File: src/csc_pkg.sv
// Shared constants and types of the clock synthesizer control block.
package csc_pkg;

  // ****************************************************************
  // Serial slave
  // ****************************************************************
  localparam logic [6:0] CSC_SLAVE_ADDR = 7'h69;
  localparam int CSC_NUM_REGS = 6;
  localparam logic [2:0] CSC_FIRST_DATA_IDX = 3'h2;
  localparam logic [2:0] CSC_STRAP_REG = 3'h4;
  localparam logic [2:0] CSC_STRAP2_REG = 3'h5;
  localparam logic [7:0] CSC_REG0_RESET = 8'h00;
  localparam logic [7:0] CSC_ENABLE_RESET = 8'hFF;

  // ****************************************************************
  // Register 0 fields
  // ****************************************************************
  localparam int CSC_R0_TRISTATE = 0;
  localparam int CSC_R0_SPREAD_EN = 1;
  localparam int CSC_R0_SOFT_BIT3 = 2;
  localparam int CSC_R0_SOFT_SEL = 3;
  localparam int CSC_R0_SOFT_BIT0 = 4;
  localparam int CSC_R0_SOFT_BIT1 = 5;
  localparam int CSC_R0_SOFT_BIT2 = 6;
  localparam int CSC_R0_SPREAD_WIDE = 7;

  // ****************************************************************
  // Enable bit positions in registers 1 and 5; strap bit positions in registers 4 and 5
  // ****************************************************************
  localparam int CSC_R1_HOST1 = 1;
  localparam int CSC_R5_REFOUT0 = 0;
  localparam int CSC_R5_IRQ0 = 3;
  localparam int CSC_STRAP_POS_B0 = 7;
  localparam int CSC_STRAP_POS_B1 = 3;
  localparam int CSC_STRAP_POS_B3 = 1;
  localparam int CSC_STRAP_POS_B2 = 6;

  // ****************************************************************
  // Input synchroniser lanes
  // ****************************************************************
  localparam int SY_SCL = 0;
  localparam int SY_SDA = 1;
  localparam int SY_CPUH = 2;
  localparam int SY_PCIH = 3;
  localparam int SY_HOST = 4;
  localparam int SY_SDR = 5;
  localparam int SY_BUS = 6;
  localparam int SY_REF = 7;
  localparam int SY_STRAP = 8;
  localparam int SY_MODE = 12;
  localparam int CSC_SYNC_W = 13;

  // Cycles after reset release before straps are caught.
  localparam logic [1:0] CSC_STRAP_WAIT = 2'h3;

  // ****************************************************************
  // Frequency table: CPU/SDRAM clock in tenths of MHz and bus divisor
  // ****************************************************************
  localparam logic [15:0][10:0] CSC_CPU_TENTHS = {
    11'h532, 11'h4D8, 11'h5DC, 11'h578, 11'h41A, 11'h44C, 11'h47E, 11'h4B0,
    11'h3EB, 11'h532, 11'h460, 11'h406, 11'h29C, 11'h341, 11'h2EE, 11'h4D8};
  localparam logic [15:0][2:0] CSC_BUS_DIV = {
    3'h4, 3'h4, 3'h4, 3'h4, 3'h3, 3'h3, 3'h3, 3'h3,
    3'h3, 3'h3, 3'h3, 3'h3, 3'h2, 3'h2, 3'h2, 3'h3};

  localparam int CSC_NUM_GATES = 25;

  typedef enum logic [2:0] {
    CSC_IDLE, CSC_ADDR, CSC_WR, CSC_ACK, CSC_RD, CSC_RACK
  } csc_ser_st_t;

endpackage : csc_pkg

File: src/csc_clk_gate.sv
// Glitch-free gate for one clock output that parks low when stopped.
`timescale 1ns/1ps
module csc_clk_gate (
  input wire logic clk,
  input wire logic rst,
  input wire logic src,
  input wire logic bus_rise,
  input wire logic enable,
  output logic gated
);

  typedef struct packed {
    logic armed;
    logic prev;
    logic run;
    logic out;
  } csc_gate_t;

  csc_gate_t q;
  csc_gate_t d;

  always_comb begin
    d = q;
    d.prev = src;
    // A change waits for a free-running bus clock rise, then the next falling edge.
    if (bus_rise && (q.run != enable)) begin
      d.armed = 1'b1;
    end
    if (q.armed && q.prev && !src) begin
      d.run = enable;
      d.armed = 1'b0;
    end
    // Switching only on a falling edge keeps every high period whole.
    d.out = src & d.run;
  end

  always_ff @(posedge clk) begin
    if (rst) begin
      q <= '0;
    end else begin
      q <= d;
    end
  end

  assign gated = q.out;

endmodule : csc_clk_gate

File: src/csc_top.sv
// Clock synthesizer control: straps, frequency decode, output gating, serial slave.
`timescale 1ns/1ps
// Overview of operation
// - In mobile mode reference pin 0 is an active-low bus clock halt.
// - Frequency straps 2, 1, 0 are sampled once after power-up.
// - Four-bit code selects CPU/SDRAM frequency and bus divisor of 2, 3 or 4.
// - Mode strap from free-running bus clock pin picks pin 3 function.
// - Each clock output has its own serial enable bit, except SDRAM outputs, which share one bit per group of four, and the free-running bus clock, which has none.
// - Mode 0 uses both halt pins; mode 1 ignores them.
// - Output runs only when its enable bit and its halt pin allow.
// - Stopped outputs park low without shortened high pulses.
// - Start or stop waits for bus clock rise then output falling edge.
// - CPU halt stops host, interrupt and SDRAM clocks; bus halt stops bus clocks.
// - Stored control bytes can be read back over the serial slave.
// - All control registers load defaults at power-up.
// - Write is start, address 1101 0010, command, count, then data.
// - Device pulls data low to acknowledge each received byte.
// - Read with address 1101 0011 returns bytes from 0 until stop.
// - Command and count bytes are acknowledged and ignored; data starts at register 0.
// - Register 0 bit 3 selects straps or software code in bits 6,5,4,2.
// - Register 0 bit 1 enables spread; bit 7 selects its depth.
// - Register 0 bit 0 tristates every clock output.
// - Software code uses the same frequency table as the straps.
// - Frequency strap 3 is sampled from bus clock 0 pin at power-up.
// - CPU halt input is resynchronised before gating.
module csc_top
  import csc_pkg::*;
(
  input wire logic clk,
  input wire logic rst,
  input wire logic serial_clock_line,
  input wire logic serial_data_line_i,
  output logic serial_data_line_o,
  output logic serial_data_line_oe,
  input wire logic cpu_halt_n,
  input wire logic reference_out_0_i,
  input wire logic host_src_clk,
  input wire logic sdram_src_clk,
  input wire logic bus_src_clk,
  input wire logic ref_src_clk,
  input wire logic [3:0] freq_strap_pins,
  input wire logic mode_strap_pin,
  output logic [1:0] host_clk_outputs,
  output logic irq_ctrl_clk_0,
  output logic [15:0] sdram_clk_outputs,
  output logic [4:0] bus_clk_outputs,
  output logic reference_out_0,
  output logic reference_out_0_oe,
  output logic free_running_bus_clk,
  output logic clk_outputs_oe,
  output logic [3:0] freq_code,
  output logic [10:0] cpu_freq_tenths_mhz,
  output logic [2:0] bus_clk_divisor,
  output logic spread_enable,
  output logic spread_wide,
  output logic strap_mode,
  output logic straps_valid
);
  import csc_pkg::*;

  // ****************************************************************
  // State
  // ****************************************************************
  typedef struct packed {
    logic [CSC_SYNC_W-1:0] s1;
    logic [CSC_SYNC_W-1:0] s2;
    logic [CSC_SYNC_W-1:0] s3;
    csc_ser_st_t st;
    logic [3:0] bits;
    logic [7:0] sh;
    logic [2:0] idx;
    logic rd;
    logic sda_oe;
    logic [CSC_NUM_REGS-1:0][7:0] regs;
    logic [1:0] strap_cnt;
    logic strap_done;
    logic [3:0] fs;
    logic mode;
    logic [3:0] code;
    logic [10:0] cpu_f;
    logic [2:0] div;
    logic ss_en;
    logic ss_wide;
    logic out_oe;
    logic ref_oe;
    logic bus_clk;
  } csc_state_t;

  csc_state_t q;
  csc_state_t d;
  logic [CSC_NUM_GATES-1:0] g_src;
  logic [CSC_NUM_GATES-1:0] g_en;
  logic [CSC_NUM_GATES-1:0] g_out;
  logic bus_rise;
  logic cpu_ok;
  logic pci_ok;

  // Read-back byte at a given index; straps appear in registers 4 and 5.
  function automatic logic [7:0] read_byte(input csc_state_t s, input logic [2:0] i);
    logic [7:0] b;
    b = 8'h00;
    if (i == CSC_STRAP_REG) begin
      b = 8'hFF;
      b[CSC_STRAP_POS_B0] = s.fs[0];
      b[CSC_STRAP_POS_B1] = s.fs[1];
      b[CSC_STRAP_POS_B3] = s.fs[3];
    end else if (i == CSC_STRAP2_REG) begin
      b = s.regs[CSC_STRAP2_REG];
      b[CSC_STRAP_POS_B2] = s.fs[2];
    end else if (i < 3'(CSC_NUM_REGS)) begin
      b = s.regs[i];
    end
    return b;
  endfunction : read_byte

  // ****************************************************************
  // Next-state logic
  // ****************************************************************
  always_comb begin
    logic scl;
    logic scl_p;
    logic sda;
    logic sda_p;
    logic [2:0] widx;
    logic [7:0] rb;
    d = q;
    scl = q.s2[SY_SCL];
    scl_p = q.s3[SY_SCL];
    sda = q.s2[SY_SDA];
    sda_p = q.s3[SY_SDA];
    widx = q.idx - CSC_FIRST_DATA_IDX;
    rb = read_byte(q, q.idx);

    d.s1 = {mode_strap_pin, freq_strap_pins, ref_src_clk, bus_src_clk, sdram_src_clk,
            host_src_clk, reference_out_0_i, cpu_halt_n, serial_data_line_i,
            serial_clock_line};
    d.s2 = q.s1;
    d.s3 = q.s2;
    d.bus_clk = q.s2[SY_BUS];

    // Straps are caught once, after the synchronisers have filled.
    if (!q.strap_done) begin
      d.strap_cnt = q.strap_cnt + 2'h1;
      if (q.strap_cnt == CSC_STRAP_WAIT) begin
        d.fs = q.s2[SY_STRAP +: 4];
        d.mode = q.s2[SY_MODE];
        d.strap_done = 1'b1;
      end
    end

    if (scl && scl_p && !sda && sda_p) begin
      d.st = CSC_ADDR;
      d.bits = 4'h0;
      d.sda_oe = 1'b0;
    end else if (scl && scl_p && sda && !sda_p) begin
      d.st = CSC_IDLE;
      d.sda_oe = 1'b0;
    end else begin
      case (q.st)
        CSC_ADDR, CSC_WR: begin
          if (scl && !scl_p && q.bits != 4'h8) begin
            d.sh = {q.sh[6:0], sda};
            d.bits = q.bits + 4'h1;
          end
          if (!scl && scl_p && q.bits == 4'h8) begin
            d.bits = 4'h0;
            d.st = CSC_ACK;
            d.sda_oe = 1'b1;
            if (q.st == CSC_ADDR) begin
              d.rd = q.sh[0];
              d.idx = 3'h0;
              if (q.sh[7:1] != CSC_SLAVE_ADDR) begin
                d.st = CSC_IDLE;
                d.sda_oe = 1'b0;
              end
            end else begin
              // Command and count bytes are taken and dropped.
              if (q.idx >= CSC_FIRST_DATA_IDX && widx != CSC_STRAP_REG) begin
                d.regs[widx] = q.sh;
              end
              if (q.idx != 3'h7) begin
                d.idx = q.idx + 3'h1;
              end
            end
          end
        end
        CSC_ACK, CSC_RACK: begin
          if (q.st == CSC_RACK && scl && !scl_p) begin
            if (sda) begin
              d.st = CSC_IDLE;
            end else if (q.idx != 3'h7) begin
              d.idx = q.idx + 3'h1;
            end
          end
          if (!scl && scl_p) begin
            if (q.rd) begin
              d.sh = rb;
              d.sda_oe = ~rb[7];
              d.bits = 4'h0;
              d.st = CSC_RD;
            end else begin
              d.sda_oe = 1'b0;
              d.st = CSC_WR;
            end
          end
        end
        CSC_RD: begin
          if (!scl && scl_p) begin
            if (q.bits == 4'h7) begin
              d.sda_oe = 1'b0;
              d.st = CSC_RACK;
            end else begin
              d.bits = q.bits + 4'h1;
              d.sh = {q.sh[6:0], 1'b0};
              d.sda_oe = ~q.sh[6];
            end
          end
        end
        default: begin
          d.st = CSC_IDLE;
        end
      endcase
    end

    // Software code, when selected, indexes the same table as the straps.
    if (q.regs[0][CSC_R0_SOFT_SEL]) begin
      d.code = {q.regs[0][CSC_R0_SOFT_BIT3], q.regs[0][CSC_R0_SOFT_BIT2],
                q.regs[0][CSC_R0_SOFT_BIT1], q.regs[0][CSC_R0_SOFT_BIT0]};
    end else begin
      d.code = q.fs;
    end
    d.cpu_f = CSC_CPU_TENTHS[q.code];
    d.div = CSC_BUS_DIV[q.code];
    d.ss_en = q.regs[0][CSC_R0_SPREAD_EN];
    d.ss_wide = q.regs[0][CSC_R0_SPREAD_WIDE];
    d.out_oe = ~q.regs[0][CSC_R0_TRISTATE];
    d.ref_oe = q.mode & ~q.regs[0][CSC_R0_TRISTATE] & q.strap_done;
  end

  always_ff @(posedge clk) begin
    if (rst) begin
      q <= '0;
      q.st <= CSC_IDLE;
      q.regs <= {CSC_NUM_REGS{CSC_ENABLE_RESET}};
      q.regs[0] <= CSC_REG0_RESET;
      q.out_oe <= 1'b1;
    end else begin
      q <= d;
    end
  end

  // ****************************************************************
  // Output gating
  // ****************************************************************
  assign bus_rise = q.s2[SY_BUS] & ~q.s3[SY_BUS];
  // Halt pins count only in mode 0; in mode 1 they are ignored.
  assign cpu_ok = q.mode | q.s2[SY_CPUH];
  assign pci_ok = q.mode | q.s2[SY_PCIH];

  always_comb begin
    g_src = '0;
    g_en = '0;
    for (int i = 0; i < 2; i++) begin
      g_src[i] = q.s2[SY_HOST];
      g_en[i] = q.regs[1][CSC_R1_HOST1 + i] & cpu_ok;
    end
    g_src[2] = q.s2[SY_REF];
    g_en[2] = q.regs[5][CSC_R5_IRQ0] & cpu_ok;
    for (int i = 0; i < 16; i++) begin
      g_src[3 + i] = q.s2[SY_SDR];
      g_en[3 + i] = q.regs[3][i / 4] & cpu_ok;
    end
    for (int i = 0; i < 5; i++) begin
      g_src[19 + i] = q.s2[SY_BUS];
      g_en[19 + i] = q.regs[2][i] & pci_ok;
    end
    g_src[24] = q.s2[SY_REF];
    g_en[24] = q.regs[5][CSC_R5_REFOUT0];
  end

  for (genvar gi = 0; gi < CSC_NUM_GATES; gi++) begin : g_gate
    csc_clk_gate u_gate (
      .clk(clk),
      .rst(rst),
      .src(g_src[gi]),
      .bus_rise(bus_rise),
      .enable(g_en[gi]),
      .gated(g_out[gi])
    );
  end

  assign host_clk_outputs = g_out[1:0];
  assign irq_ctrl_clk_0 = g_out[2];
  assign sdram_clk_outputs = g_out[18:3];
  assign bus_clk_outputs = g_out[23:19];
  assign reference_out_0 = g_out[24];
  assign reference_out_0_oe = q.ref_oe;
  assign free_running_bus_clk = q.bus_clk;
  assign clk_outputs_oe = q.out_oe;
  assign serial_data_line_o = 1'b0;
  assign serial_data_line_oe = q.sda_oe;
  assign freq_code = q.code;
  assign cpu_freq_tenths_mhz = q.cpu_f;
  assign bus_clk_divisor = q.div;
  assign spread_enable = q.ss_en;
  assign spread_wide = q.ss_wide;
  assign strap_mode = q.mode;
  assign straps_valid = q.strap_done;

endmodule : csc_top

File: config.mk
export PLATFORM = sky130hd
export DESIGN_NAME = csc_top
export DESIGN_NICKNAME = d
export VERILOG_FILES = /design/src/csc_pkg.sv /design/src/csc_clk_gate.sv /design/src/csc_top.sv
export SDC_FILE = /design/constraint.sdc
export NUM_CORES = 1
export LEC_CHECK = 0
export BUFFER_PORTS_ARGS = -buffer_cell sky130_fd_sc_hd__buf_2
export CORE_MARGIN = 5
export CORE_UTILIZATION = 62
export DETAILED_ROUTE_END_ITERATION = 10
export PLACE_DENSITY = 0.8
export SLEW_MARGIN = 25
export SYNTH_ARGS = -nofsm -noshare
export SYNTH_HDL_FRONTEND = slang
export SYNTH_SLANG_ARGS = --single-unit
File: constraint.sdc
create_clock -name clk -period 5.43 [get_ports clk]
set_input_delay 1.086 -clock clk [delete_from_list [all_inputs] [get_ports clk]]
set_output_delay 1.086 -clock clk [all_outputs]
set_load 0.02 [all_outputs]
==> results.txt, run 1 <==
----------------------------------------------------
[Pwr]
  Cell area power density ... 303 nW/um2
  Post-route total power ... 2.96 mW
  Max rail drop VDD ... 0.241 mV
  Total leakage power ... 3.64 nW

[Clock network]
  Hold-fix buffers, CTS ... 0
  Clock transition at the register clock pins on the worst setup and hold paths after CTS ... 0.06 ns
  Number of sinks on the clock net ... 205
  Clk buf depth ... 3
  CTS root buf ... sky130_fd_sc_hd__clkbuf_16
  Number of buffers created by CTS ... 21
  CTS H-Tree Depth ... 1
  CTS resizes ... 0
  Clock tree from TritonCTS ... yes
  Source-to-sink clock delay at the later pin of the worst-skew pair ... 0.49 ns
  Number of setup buffers added after CTS ... 0

[Timing]
  Relative max-transition margin ... 0.300
  Setup TNS Final ... 0 ns
  Number of max-slew violations in the final report ... 0
  Final setup violation count ... 0
  Number of hold violations in the final report ... 0
  Minimum period implied by the final worst setup slack ... 3.28 ns
  Fmax ... 0.305 GHz
  Smallest setup slack after layout ... 2.15 ns
  Worst-Margin Slew ... 1.05 ns
  Period utilization ... 0.604
  Setup repair after global routing missed its margin ... no
  Clock skew ... 0.0134 ns

[Place]
  Worst setup slack before clock tree synthesis ... 2.18 ns
  HPWL after detailed placement ... 13,000 um
  Gp weighted congestion ... 0.948
  Port buffer count ... 65

[Synthesis]
  Most common library cells after synthesis ... sky130_fd_sc_hd__dfxtp_1, sky130_fd_sc_hd__nor2_1, sky130_fd_sc_hd__nand2_1
  Sequential element share of the synthesized area ... 0.449
  Synthesized Nets ... 1,038
  Cells after Synth ... 1,004
  Async S/R FF share, synth ... 0
  Synth Warn # ... 0
  Number of enable-type register cells in the synthesized netlist ... 0
  Ranking of synthesized cells by area ... sky130_fd_sc_hd__dfxtp_1, sky130_fd_sc_hd__mux2i_1, sky130_fd_sc_hd__nor2b_1
  Cell accounting for the most synthesized area ... sky130_fd_sc_hd__dfxtp_1
  Post-synth top area share ... 0.449
  Synthesized area per cell ... 9.11 um2
  Number of distinct library cells after synthesis ... 65
  Most frequent cell after synthesis ... sky130_fd_sc_hd__dfxtp_1
  Main synth FF type ... sky130_fd_sc_hd__dfxtp_1
  Post-Synthesis Cell Area ... 9140 um2
  Seq cells post-synth ... 205

[Global routing]
  Number of global-route vias before repair ... 6,318
  Initial antenna violation count ... 0
  Largest net degree at the start of global routing ... 112
  Total congestion overflow after global routing ... 0
  Overall track demand over capacity in global routing ... 0.213
  Wire length of the first global-routing pass ... 31,800 um

[Finish]
  Number of nets in the layout ... 1,026
  ANT cells ... 0
  Fillcell total ... 1,146
  Fraction of layout cells with a size suffix above 1 ... 0.128
  Post-Route Utilization ... 0.675
  P&R area growth vs syn ... 6.95%
  Register area ... 4100 um2
  Area occupied by multi-input gates ... 4410 um2

[Routing]
  DR WL met2 ... 8950 um
  Total wirelength of the detailed-routed design ... 19,200 um
  Wirelength per Cell ... 16.2 um
  Number of nets with antenna violations after routing ... 0
  Iteration count of the initial detailed-routing pass ... 4
  Number of vias per cell ... 5.72
  Drt initial violations ... 464
  DRC ... 0
  Highest layer used for signal routing ... met4
  Met3 routed WL ... 1050 um
  Routed via count ... 6,803
  Total routed wire length on the met1 layer ... 8540 um

[Worst setup path]
  Critical Path Slowest Stage Cell ... sky130_fd_sc_hd__dfxtp_1
  Worst stage delay on the critical path ... 1.01 ns
  Critical Path RT ... 5.81 ns
  Dominant cell type by count on the critical path ... sky130_fd_sc_hd__inv_1
  Worst setup SP type ... flip-flop
  Ordered cell list for the critical path ... inv_1, ha_1, inv_1, o2111ai_2, nor4b_4, and2b_1, a211o_1
  Data arrival time at the worst-slack endpoint ... 3.66 ns
  Kind of end point of the critical path ... flip-flop
  WS Path Type ... reg -> reg
  Largest fanout of any net on the critical path ... 22

[Floorplan]
  Placeable Area ... 14,500 um2
  Site row count ... 44
  Die Wd ... 131 um
  Effective utilization at floorplan ... 0.631
  Total I/O pin count ... 67
  Die Y ... 131 um
  Die Area ... 17,300 um2

[Run]
  # Max-Cap Violations ... 0

[Hold path]
  Tightest Hold Check Type ... reg -> reg

[Status]
  Outcome ... complete, no violations

----------------------------------------------------
[where the power goes]
part           switching (mW)  total (mW)  internal [mW]  leakage, nW
clock                   0.576        1.32          0.739        0.313
sequential             0.0135        1.54           1.53         1.66
combinational          0.0681       0.108         0.0397         1.66
[cells in the final DEF (no fill, tap or decap), types with 22 or more instances in the layout]
cell	instances
sky130_fd_sc_hd__xnor2_1	26
sky130_fd_sc_hd__or3_1	22
sky130_fd_sc_hd__nor2_1	97
sky130_fd_sc_hd__nand2_1	94
sky130_fd_sc_hd__buf_2	64
sky130_fd_sc_hd__mux2i_1	59
sky130_fd_sc_hd__and2_1	32
sky130_fd_sc_hd__dfxtp_1	205
sky130_fd_sc_hd__nand3_1	29
sky130_fd_sc_hd__a21oi_1	70
sky130_fd_sc_hd__nor2b_1	62
[per-layer routing]
layer,vias to the layer above,GRT usage
li1,3380,-
met1,3198,0.286
met2,181,0.345
met3,44,0.0359
met4,0,0.0846
met5,-,0
[cell type report]
cell class                 count  area share
sequential                   205       0.420
inverter                      14     0.00537
multi-input combinational    681       0.451
clock buffer                  26      0.0577
clock inverter                10     0.00614
tap                          184      0.0235
timing repair buffer          69      0.0370
[per-stage QoR]
stage,cell area [um2],hold slack [ns],std cells
after global placement,9150,0.418,1153
final,9780,0.435,1189
after detailed placement,9150,0.421,1153
after floorplan,9140,0.395,1004
after global routing,9780,0.447,1189
after CTS,9780,0.441,1189
[kinds of logic (layout without fill, tap and decap cells)]
logic type               after synthesis  in the layout  synth area share
XOR/XNOR                              29             29            0.0278
AO/OA/AOI/OAI                        164            164             0.123
buffers and inverters                118            119            0.0703
AND/OR/NAND/NOR                      401            401             0.225
other                                  1              1          0.000410
adder cells (fa/ha/maj)               19             19            0.0260
flip-flops                           205            205             0.449
multiplexers                          67             67            0.0781
[path summary, 6_finish.rpt]
| kind | start | endpoint | slack, ns | cells after the start |
|---|---|---|---|---|
| hold reg to reg | d[112]$_SDFF_PP0_ | d[99]$_SDFF_PP0_ | 0.43 | 1 |
| setup reg to reg | q[81]$_SDFFE_PP0P_ | flip-flop | 2.15 | 7 |
| setup / recovery | q[81]$_SDFFE_PP0P_ | flip-flop | 2.15 | 7 |
| hold / removal | d[112]$_SDFF_PP0_ | d[99]$_SDFF_PP0_ | 0.43 | 1 |
[worst max-delay path: cells and delay by family, from the launching register on]
kind,cells,cell delay (ns)
compound gates,2,0.49
fa+ha+maj,1,0.30
simple gates,2,0.97
flops,1,1.01
buf+inv,2,0.41
No activity file was read; power rests on OpenSTA's default activity.
==> run 2, diff against run 1 <==
--- a/config.mk
+++ b/config.mk
@@ -7,9 +7,9 @@
 export LEC_CHECK = 0
 export BUFFER_PORTS_ARGS = -buffer_cell sky130_fd_sc_hd__buf_2
 export CORE_MARGIN = 5
-export CORE_UTILIZATION = 62
+export CORE_UTILIZATION = 54
 export DETAILED_ROUTE_END_ITERATION = 10
-export PLACE_DENSITY = 0.8
+export PLACE_DENSITY = 0.74
 export SLEW_MARGIN = 25
 export SYNTH_ARGS = -nofsm -noshare
 export SYNTH_HDL_FRONTEND = slang
==> constraint.sdc (replaced) <==
create_clock -name clk -period 2.8 [get_ports clk]
set_input_delay 0.56 -clock clk [delete_from_list [all_inputs] [get_ports clk]]
set_output_delay 0.56 -clock clk [all_outputs]
set_load 0.02 [all_outputs]
==> run 2 against run 1 <==
Net effect: worst setup slack worse by 1.7 ns; cell count up 4.3%; clock skew up 0.0091 ns; worst hold slack worse by 0.16 ns; via count up 0.81%; wire length down 0.38%; sequential power up 94%; sequential cell count unchanged; sequential share of layout area down 0.98 points; critical path type unchanged; largest power group unchanged; highest routed layer unchanged.
==> results.txt, run 2 (synthesis gave the netlist of run 1 again) <==
----------------------------------------------------
[Timing]
  Worst-Margin Slew ... 0.780 ns
  Period utilization ... 0.826
  Tightest hold margin ... 0.271 ns
  Minimum period implied by the final worst setup slack ... 2.31 ns
  Number of max-slew violations in the final report ... 0
  Setup repair after global routing missed its margin ... no
  Relative max-transition margin ... 0.480
  Number of hold violations in the final report ... 0
  Clock skew ... 0.0224 ns
  Final setup violation count ... 0
  Setup TNS Final ... 0 ns
  Smallest setup slack after layout ... 0.487 ns
  Fmax ... 0.432 GHz

[Clock network]
  Number of buffers created by CTS ... 22
  CTS root buf ... sky130_fd_sc_hd__clkbuf_16
  CTS resizes ... 0
  Clk buf depth ... 3
  Clock tree from TritonCTS ... yes
  Hold-fix buffers, CTS ... 0
  Number of sinks on the clock net ... 205
  Source-to-sink clock delay at the later pin of the worst-skew pair ... 0.51 ns
  CTS H-Tree Depth ... 1
  Number of setup buffers added after CTS ... 0
  Clock transition at the register clock pins on the worst setup and hold paths after CTS ... 0.06 ns

[Finish]
  Number of nets in the layout ... 1,040
  Fraction of layout cells with a size suffix above 1 ... 0.138
  P&R area growth vs syn ... 9.51%
  Highest-count cells in the layout ignoring fill and taps ... sky130_fd_sc_hd__dfxtp_1, sky130_fd_sc_hd__nor2_1, sky130_fd_sc_hd__nand2_1, sky130_fd_sc_hd__a21oi_1, sky130_fd_sc_hd__buf_2
  Count of non-filler cells in the finished layout ... 1,240
  Area occupied by multi-input gates ... 4400 um2
  ANT cells ... 0
  Most common cell after layout, fill and taps aside ... sky130_fd_sc_hd__dfxtp_1
  Register area ... 4100 um2
  Fillcell total ... 1,447

[Place]
  HPWL after detailed placement ... 12,800 um
  Gp weighted congestion ... 0.892
  Inst Count DP ... 1,202
  Port buffer count ... 65
  Worst setup slack before clock tree synthesis ... 0.508 ns

[Floorplan]
  Die Area ... 19,600 um2
  Total I/O pin count ... 67
  Site row count ... 47
  Die Y ... 140 um
  Effective utilization at floorplan ... 0.551
  Placeable Area ... 16,600 um2
  Die Wd ... 140 um

[Worst setup path]
  Reg2Reg Depth ... 5
  WS Path Type ... reg -> reg
  R2r setup slk ... 0.49 ns
  Largest fanout of any net on the critical path ... 19
  R2R Path End ... q[87]$_SDFFE_PP0P_
  Critical Path RT ... 3.20 ns
  Kind of end point of the critical path ... flip-flop
  Reg-to-Reg Start ... q[98]$_SDFFE_PP0P_
  Worst setup SP type ... flip-flop
  Data arrival time at the worst-slack endpoint ... 2.72 ns

[Global routing]
  Initial antenna violation count ... 0
  Largest net degree at the start of global routing ... 63
  Met3 capacity usage during global routing ... 0.0334
  Total congestion overflow after global routing ... 0
  Number of global-route vias before repair ... 6,564
  Wire length of the first global-routing pass ... 32,300 um
  Grt met1 use ... 0.250
  Routing usage on met2 ... 0.328
  Overall track demand over capacity in global routing ... 0.193
  Most congested layer reported by global routing ... met2

[Routing]
  Wirelength per Cell ... 15.4 um
  Routed via count ... 6,858
  Total wirelength of the detailed-routed design ... 19,100 um
  Number of nets with antenna violations after routing ... 0
  Iteration count of the initial detailed-routing pass ... 4
  Number of vias per cell ... 5.53
  DRC ... 0
  Drt initial violations ... 377

[Hold path]
  Start point of the worst min-delay path ... ref_src_clk
  Min-Delay Path Depth ... 2
  Tightest Hold Check Type ... in -> reg
  Hold Crit Endpoint ... d[119]$_SDFF_PP0_

[Status]
  Outcome ... complete, no violations

[Pwr]
  Max rail drop VDD ... 0.497 mV
  Cell area power density ... 598 nW/um2
  Total leakage power ... 3.74 nW

[Run]
  # Max-Cap Violations ... 0

----------------------------------------------------
==> run 2: cell types whose count changed in the layout (fill, tap and decap cells not counted), sizes merged <==
cell	previous run	this run
inv	15	14
clkinv	8	5
clkbuf	26	31
bufinv	0	1
buf	69	82
==> run 2: worst max path at each step <==
stage                       start                  to  slack, ns
2_1_floorplan  q[82]$_SDFFE_PP0P_           flip-flop       0.36
3_3_place_gp   q[92]$_SDFFE_PP0P_           flip-flop       0.57
3_5_place_dp   q[92]$_SDFFE_PP0P_           flip-flop       0.51
4_1_cts        q[92]$_SDFFE_PP0P_           flip-flop       0.50
5_1_grt        q[98]$_SDFFE_PP0P_  q[87]$_SDFFE_PP0P_       0.26
6_report       q[98]$_SDFFE_PP0P_  q[87]$_SDFFE_PP0P_       0.49
==> run 2: layout make-up <==
class                           instances  share of cell area
Clock buffer                           31              0.0624
Inverter                               14             0.00525
Timing Repair Buffer                   82              0.0484
Multi-Input combinational cell        681               0.439
Tap cell                              220              0.0275
Sequential cell                       205               0.410
Clock inverter                          7             0.00737
==> run 2: worst max-delay path, stage by stage (launching register included) <==
cell                       delay [ns]
sky130_fd_sc_hd__dfxtp_1         0.70
sky130_fd_sc_hd__xor2_1          0.22
sky130_fd_sc_hd__nand2_1         0.32
sky130_fd_sc_hd__nor2_1          0.48
sky130_fd_sc_hd__o221ai_1        0.22
sky130_fd_sc_hd__a311oi_1        0.27
==> run 2: power breakdown <==
part	internal (mW)	switching, mW	total (mW)
Clock	1.65	1.13	2.78
Sequential	2.96	0.0247	2.98
Combinational	0.0835	0.138	0.222
==> run 2: per-stage QoR <==
stage	utilization	area (um2)	power, mW
2_1_floorplan	-	9140	3.22
3_3_place_gp	0.562	9310	3.26
3_5_place_dp	0.562	9310	3.27
4_1_cts	0.604	10000	6.05
5_1_grt	0.604	10000	6.20
6_report	0.604	10000	5.99
==> run 2: per-layer routing <==
layer	vias up	wire length (um)
li1	3404	-
met1	3245	8470
met2	156	9180
met3	53	850
met4	0	636
met5	-	0
==> run 3, diff against run 2 <==
==> constraint.sdc (replaced) <==
create_clock -name clk -period 2 [get_ports clk]
set_input_delay 0.4 -clock clk [delete_from_list [all_inputs] [get_ports clk]]
set_output_delay 0.4 -clock clk [all_outputs]
set_load 0.02 [all_outputs]
==> run 3 against run 2 <==
Net effect: the flow now finishes with violations (setup timing); sequential share of layout area decreased by 2.2 points; combinational power increased by 40%; count of clock-buffer cells in the layout decreased by 3; sequential power increased by 40%.
==> results.txt, run 3 (synthesis gave the netlist of run 1 again) <==
----------------------------------------------------
[Timing]
  Number of max-slew violations in the final report ... 0
  Setup repair after global routing missed its margin ... yes
  Worst-Margin Slew ... 0.964 ns
  Minimum period implied by the final worst setup slack ... 2.01 ns
  Clock skew ... 0.0202 ns
  Relative max-transition margin ... 0.356
  Setup TNS Final ... -0.0165 ns
  Period utilization ... 1.00
  Number of hold violations in the final report ... 0
  Fmax ... 0.498 GHz
  Smallest setup slack after layout ... -0.00880 ns
  Final setup violation count ... 5

[Clock network]
  Clock tree from TritonCTS ... yes
  Clk buf depth ... 3
  Source-to-sink clock delay at the later pin of the worst-skew pair ... 0.50 ns
  CTS H-Tree Depth ... 1
  Hold-fix buffers, CTS ... 0
  CTS root buf ... sky130_fd_sc_hd__clkbuf_16
  Number of sinks on the clock net ... 205
  Number of buffers created by CTS ... 22
  Clock transition at the register clock pins on the worst setup and hold paths after CTS ... 0.06 ns

[Worst setup path]
  Largest fanout of any net on the critical path ... 8
  Critical Path RT ... 2.38 ns
  Worst setup SP type ... flip-flop
  Kind of end point of the critical path ... flip-flop
  Data arrival time at the worst-slack endpoint ... 2.39 ns
  WS Path Type ... reg -> reg
  Worst stage delay on the critical path ... 0.36 ns
  Critical Path Slowest Stage Cell ... sky130_fd_sc_hd__dfxtp_4
  Ordered cell list for the critical path ... clkinvlp_4, ha_4, o2111ai_4, buf_6, nor4b_4, buf_12, nor2b_1, a211o_1

[Status]
  Violated checks ... setup timing
  Outcome ... complete, but fails checks

[Global routing]
  Wire length of the first global-routing pass ... 32,600 um
  Number of global-route vias before repair ... 6,543
  Overall track demand over capacity in global routing ... 0.196
  Initial antenna violation count ... 0
  Largest net degree at the start of global routing ... 80
  Total congestion overflow after global routing ... 0

[Routing]
  DRC ... 0
  Drt initial violations ... 387
  Routed via count ... 7,014
  Number of nets with antenna violations after routing ... 0
  Number of vias per cell ... 5.46
  Wirelength per Cell ... 15.6 um
  Total wirelength of the detailed-routed design ... 20,100 um
  Iteration count of the initial detailed-routing pass ... 6

[Floorplan]
  Die Y ... 140 um
  Effective utilization at floorplan ... 0.551
  Die Area ... 19,600 um2
  Placeable Area ... 16,600 um2
  Die Wd ... 140 um
  Total I/O pin count ... 67
  Site row count ... 47

[Hold path]
  Tightest Hold Check Type ... in -> reg

[Pwr]
  Switching part of the total ... 0.208
  Clock power frac ... 0.480
  Gate power share ... 0.036
  Cell area power density ... 816 nW/um2
  Share of power burned in registers ... 0.484
  Max rail drop VDD ... 0.615 mV
  Total leakage power ... 4.08 nW
  Internal power consumption ... 6.83 mW
  Power spent charging and discharging nets ... 1.80 mW

[Finish]
  Number of nets in the layout ... 1,087
  Highest-count cells in the layout ignoring fill and taps ... sky130_fd_sc_hd__dfxtp_1, sky130_fd_sc_hd__nor2_1, sky130_fd_sc_hd__nand2_1, sky130_fd_sc_hd__a21oi_1, sky130_fd_sc_hd__buf_2
  P&R area growth vs syn ... 15.8%
  Most common cell after layout, fill and taps aside ... sky130_fd_sc_hd__dfxtp_1
  ANT cells ... 0
  Fraction of layout cells with a size suffix above 1 ... 0.196

[Place]
  HPWL after detailed placement ... 13,400 um
  Port buffer count ... 65
  Worst setup slack before clock tree synthesis ... 0.0282 ns
  Gp weighted congestion ... 0.928

[Run]
  # Max-Cap Violations ... 0

----------------------------------------------------
==> run 3: cell count changes in the layout (fill, tap and decap cells not counted), moves of 4 or more <==
cell and change:
sky130_fd_sc_hd__buf_4 +40, sky130_fd_sc_hd__nor2b_2 +4, sky130_fd_sc_hd__ha_1 -5, sky130_fd_sc_hd__nor2b_1 -4
==> run 3: worst paths after layout <==
check,start,to,slack [ns],depth (start not counted)
min,mode_strap_pin,d[124]$_SDFF_PP0_,0.11,2
min reg2reg,d[120]$_SDFF_PP0_,d[107]$_SDFF_PP0_,0.43,1
max,q[82]$_SDFFE_PP0P_,flip-flop,-0.009,8
max reg2reg,q[82]$_SDFFE_PP0P_,flip-flop,-0.009,8
==> run 3: per-layer routing <==
metal | up-vias | global-route usage | wire length (um) | share of wire
met4 | 0 | 0.0678 | 577 | 0.029
met1 | 3276 | 0.250 | 8660 | 0.43
met5 | - | 0 | 0 | 0
met3 | 52 | 0.0300 | 977 | 0.049
met2 | 184 | 0.338 | 9850 | 0.49
li1 | 3502 | - | - | -
==> run 3: cell type report <==
cell class              instances  area, um2
multi-input cells             681       4500
clock buffers                  28        583
clock inverters                 8        154
well taps                     220        275
inverters                      14       56.3
fillers                      1365       6000
flip-flops and latches        205       4110
repair buffers                129        908
==> run 3: critical path, delay by kind of cell (launching register included) <==
family / cells / cell delay [ns]
adder cells (fa/ha/maj): 1 / 0.30
AND/OR/NAND/NOR: 2 / 0.39
flip-flops: 1 / 0.36
AO/OA/AOI/OAI: 2 / 0.37
buffers and inverters: 3 / 0.47
==> run 3: power by group through the flow <==
stage	sequential (mW)	combinational [mW]	clock, mW
2_1_floorplan	4.26	0.244	0
3_3_place_gp	4.26	0.309	0
3_5_place_dp	4.26	0.313	0
4_1_cts	4.17	0.315	4.21
5_1_grt	4.18	0.347	4.43
6_report	4.17	0.311	4.15
==> run 3: through the flow <==
step	cell area (um2)	cells	hold slack [ns]	power (mW)	util
floorplan	9190	1004	0.395	4.50	-
CTS	10400	1272	0.0981	8.70	0.625
global placement	9620	1236	0.418	4.57	0.580
detailed placement	9620	1236	0.424	4.58	0.580
finish	10600	1285	0.111	8.63	0.638
global route	10600	1285	0.0973	8.96	0.638
==> run 3: what timing repair did <==
action	CTS	global route
setup buffers	0	11
hold endpoints to repair	0	0
pin swaps	0	16
gates cloned	0	2
resized for setup	2	27
endpoints found under the setup margin	1	47
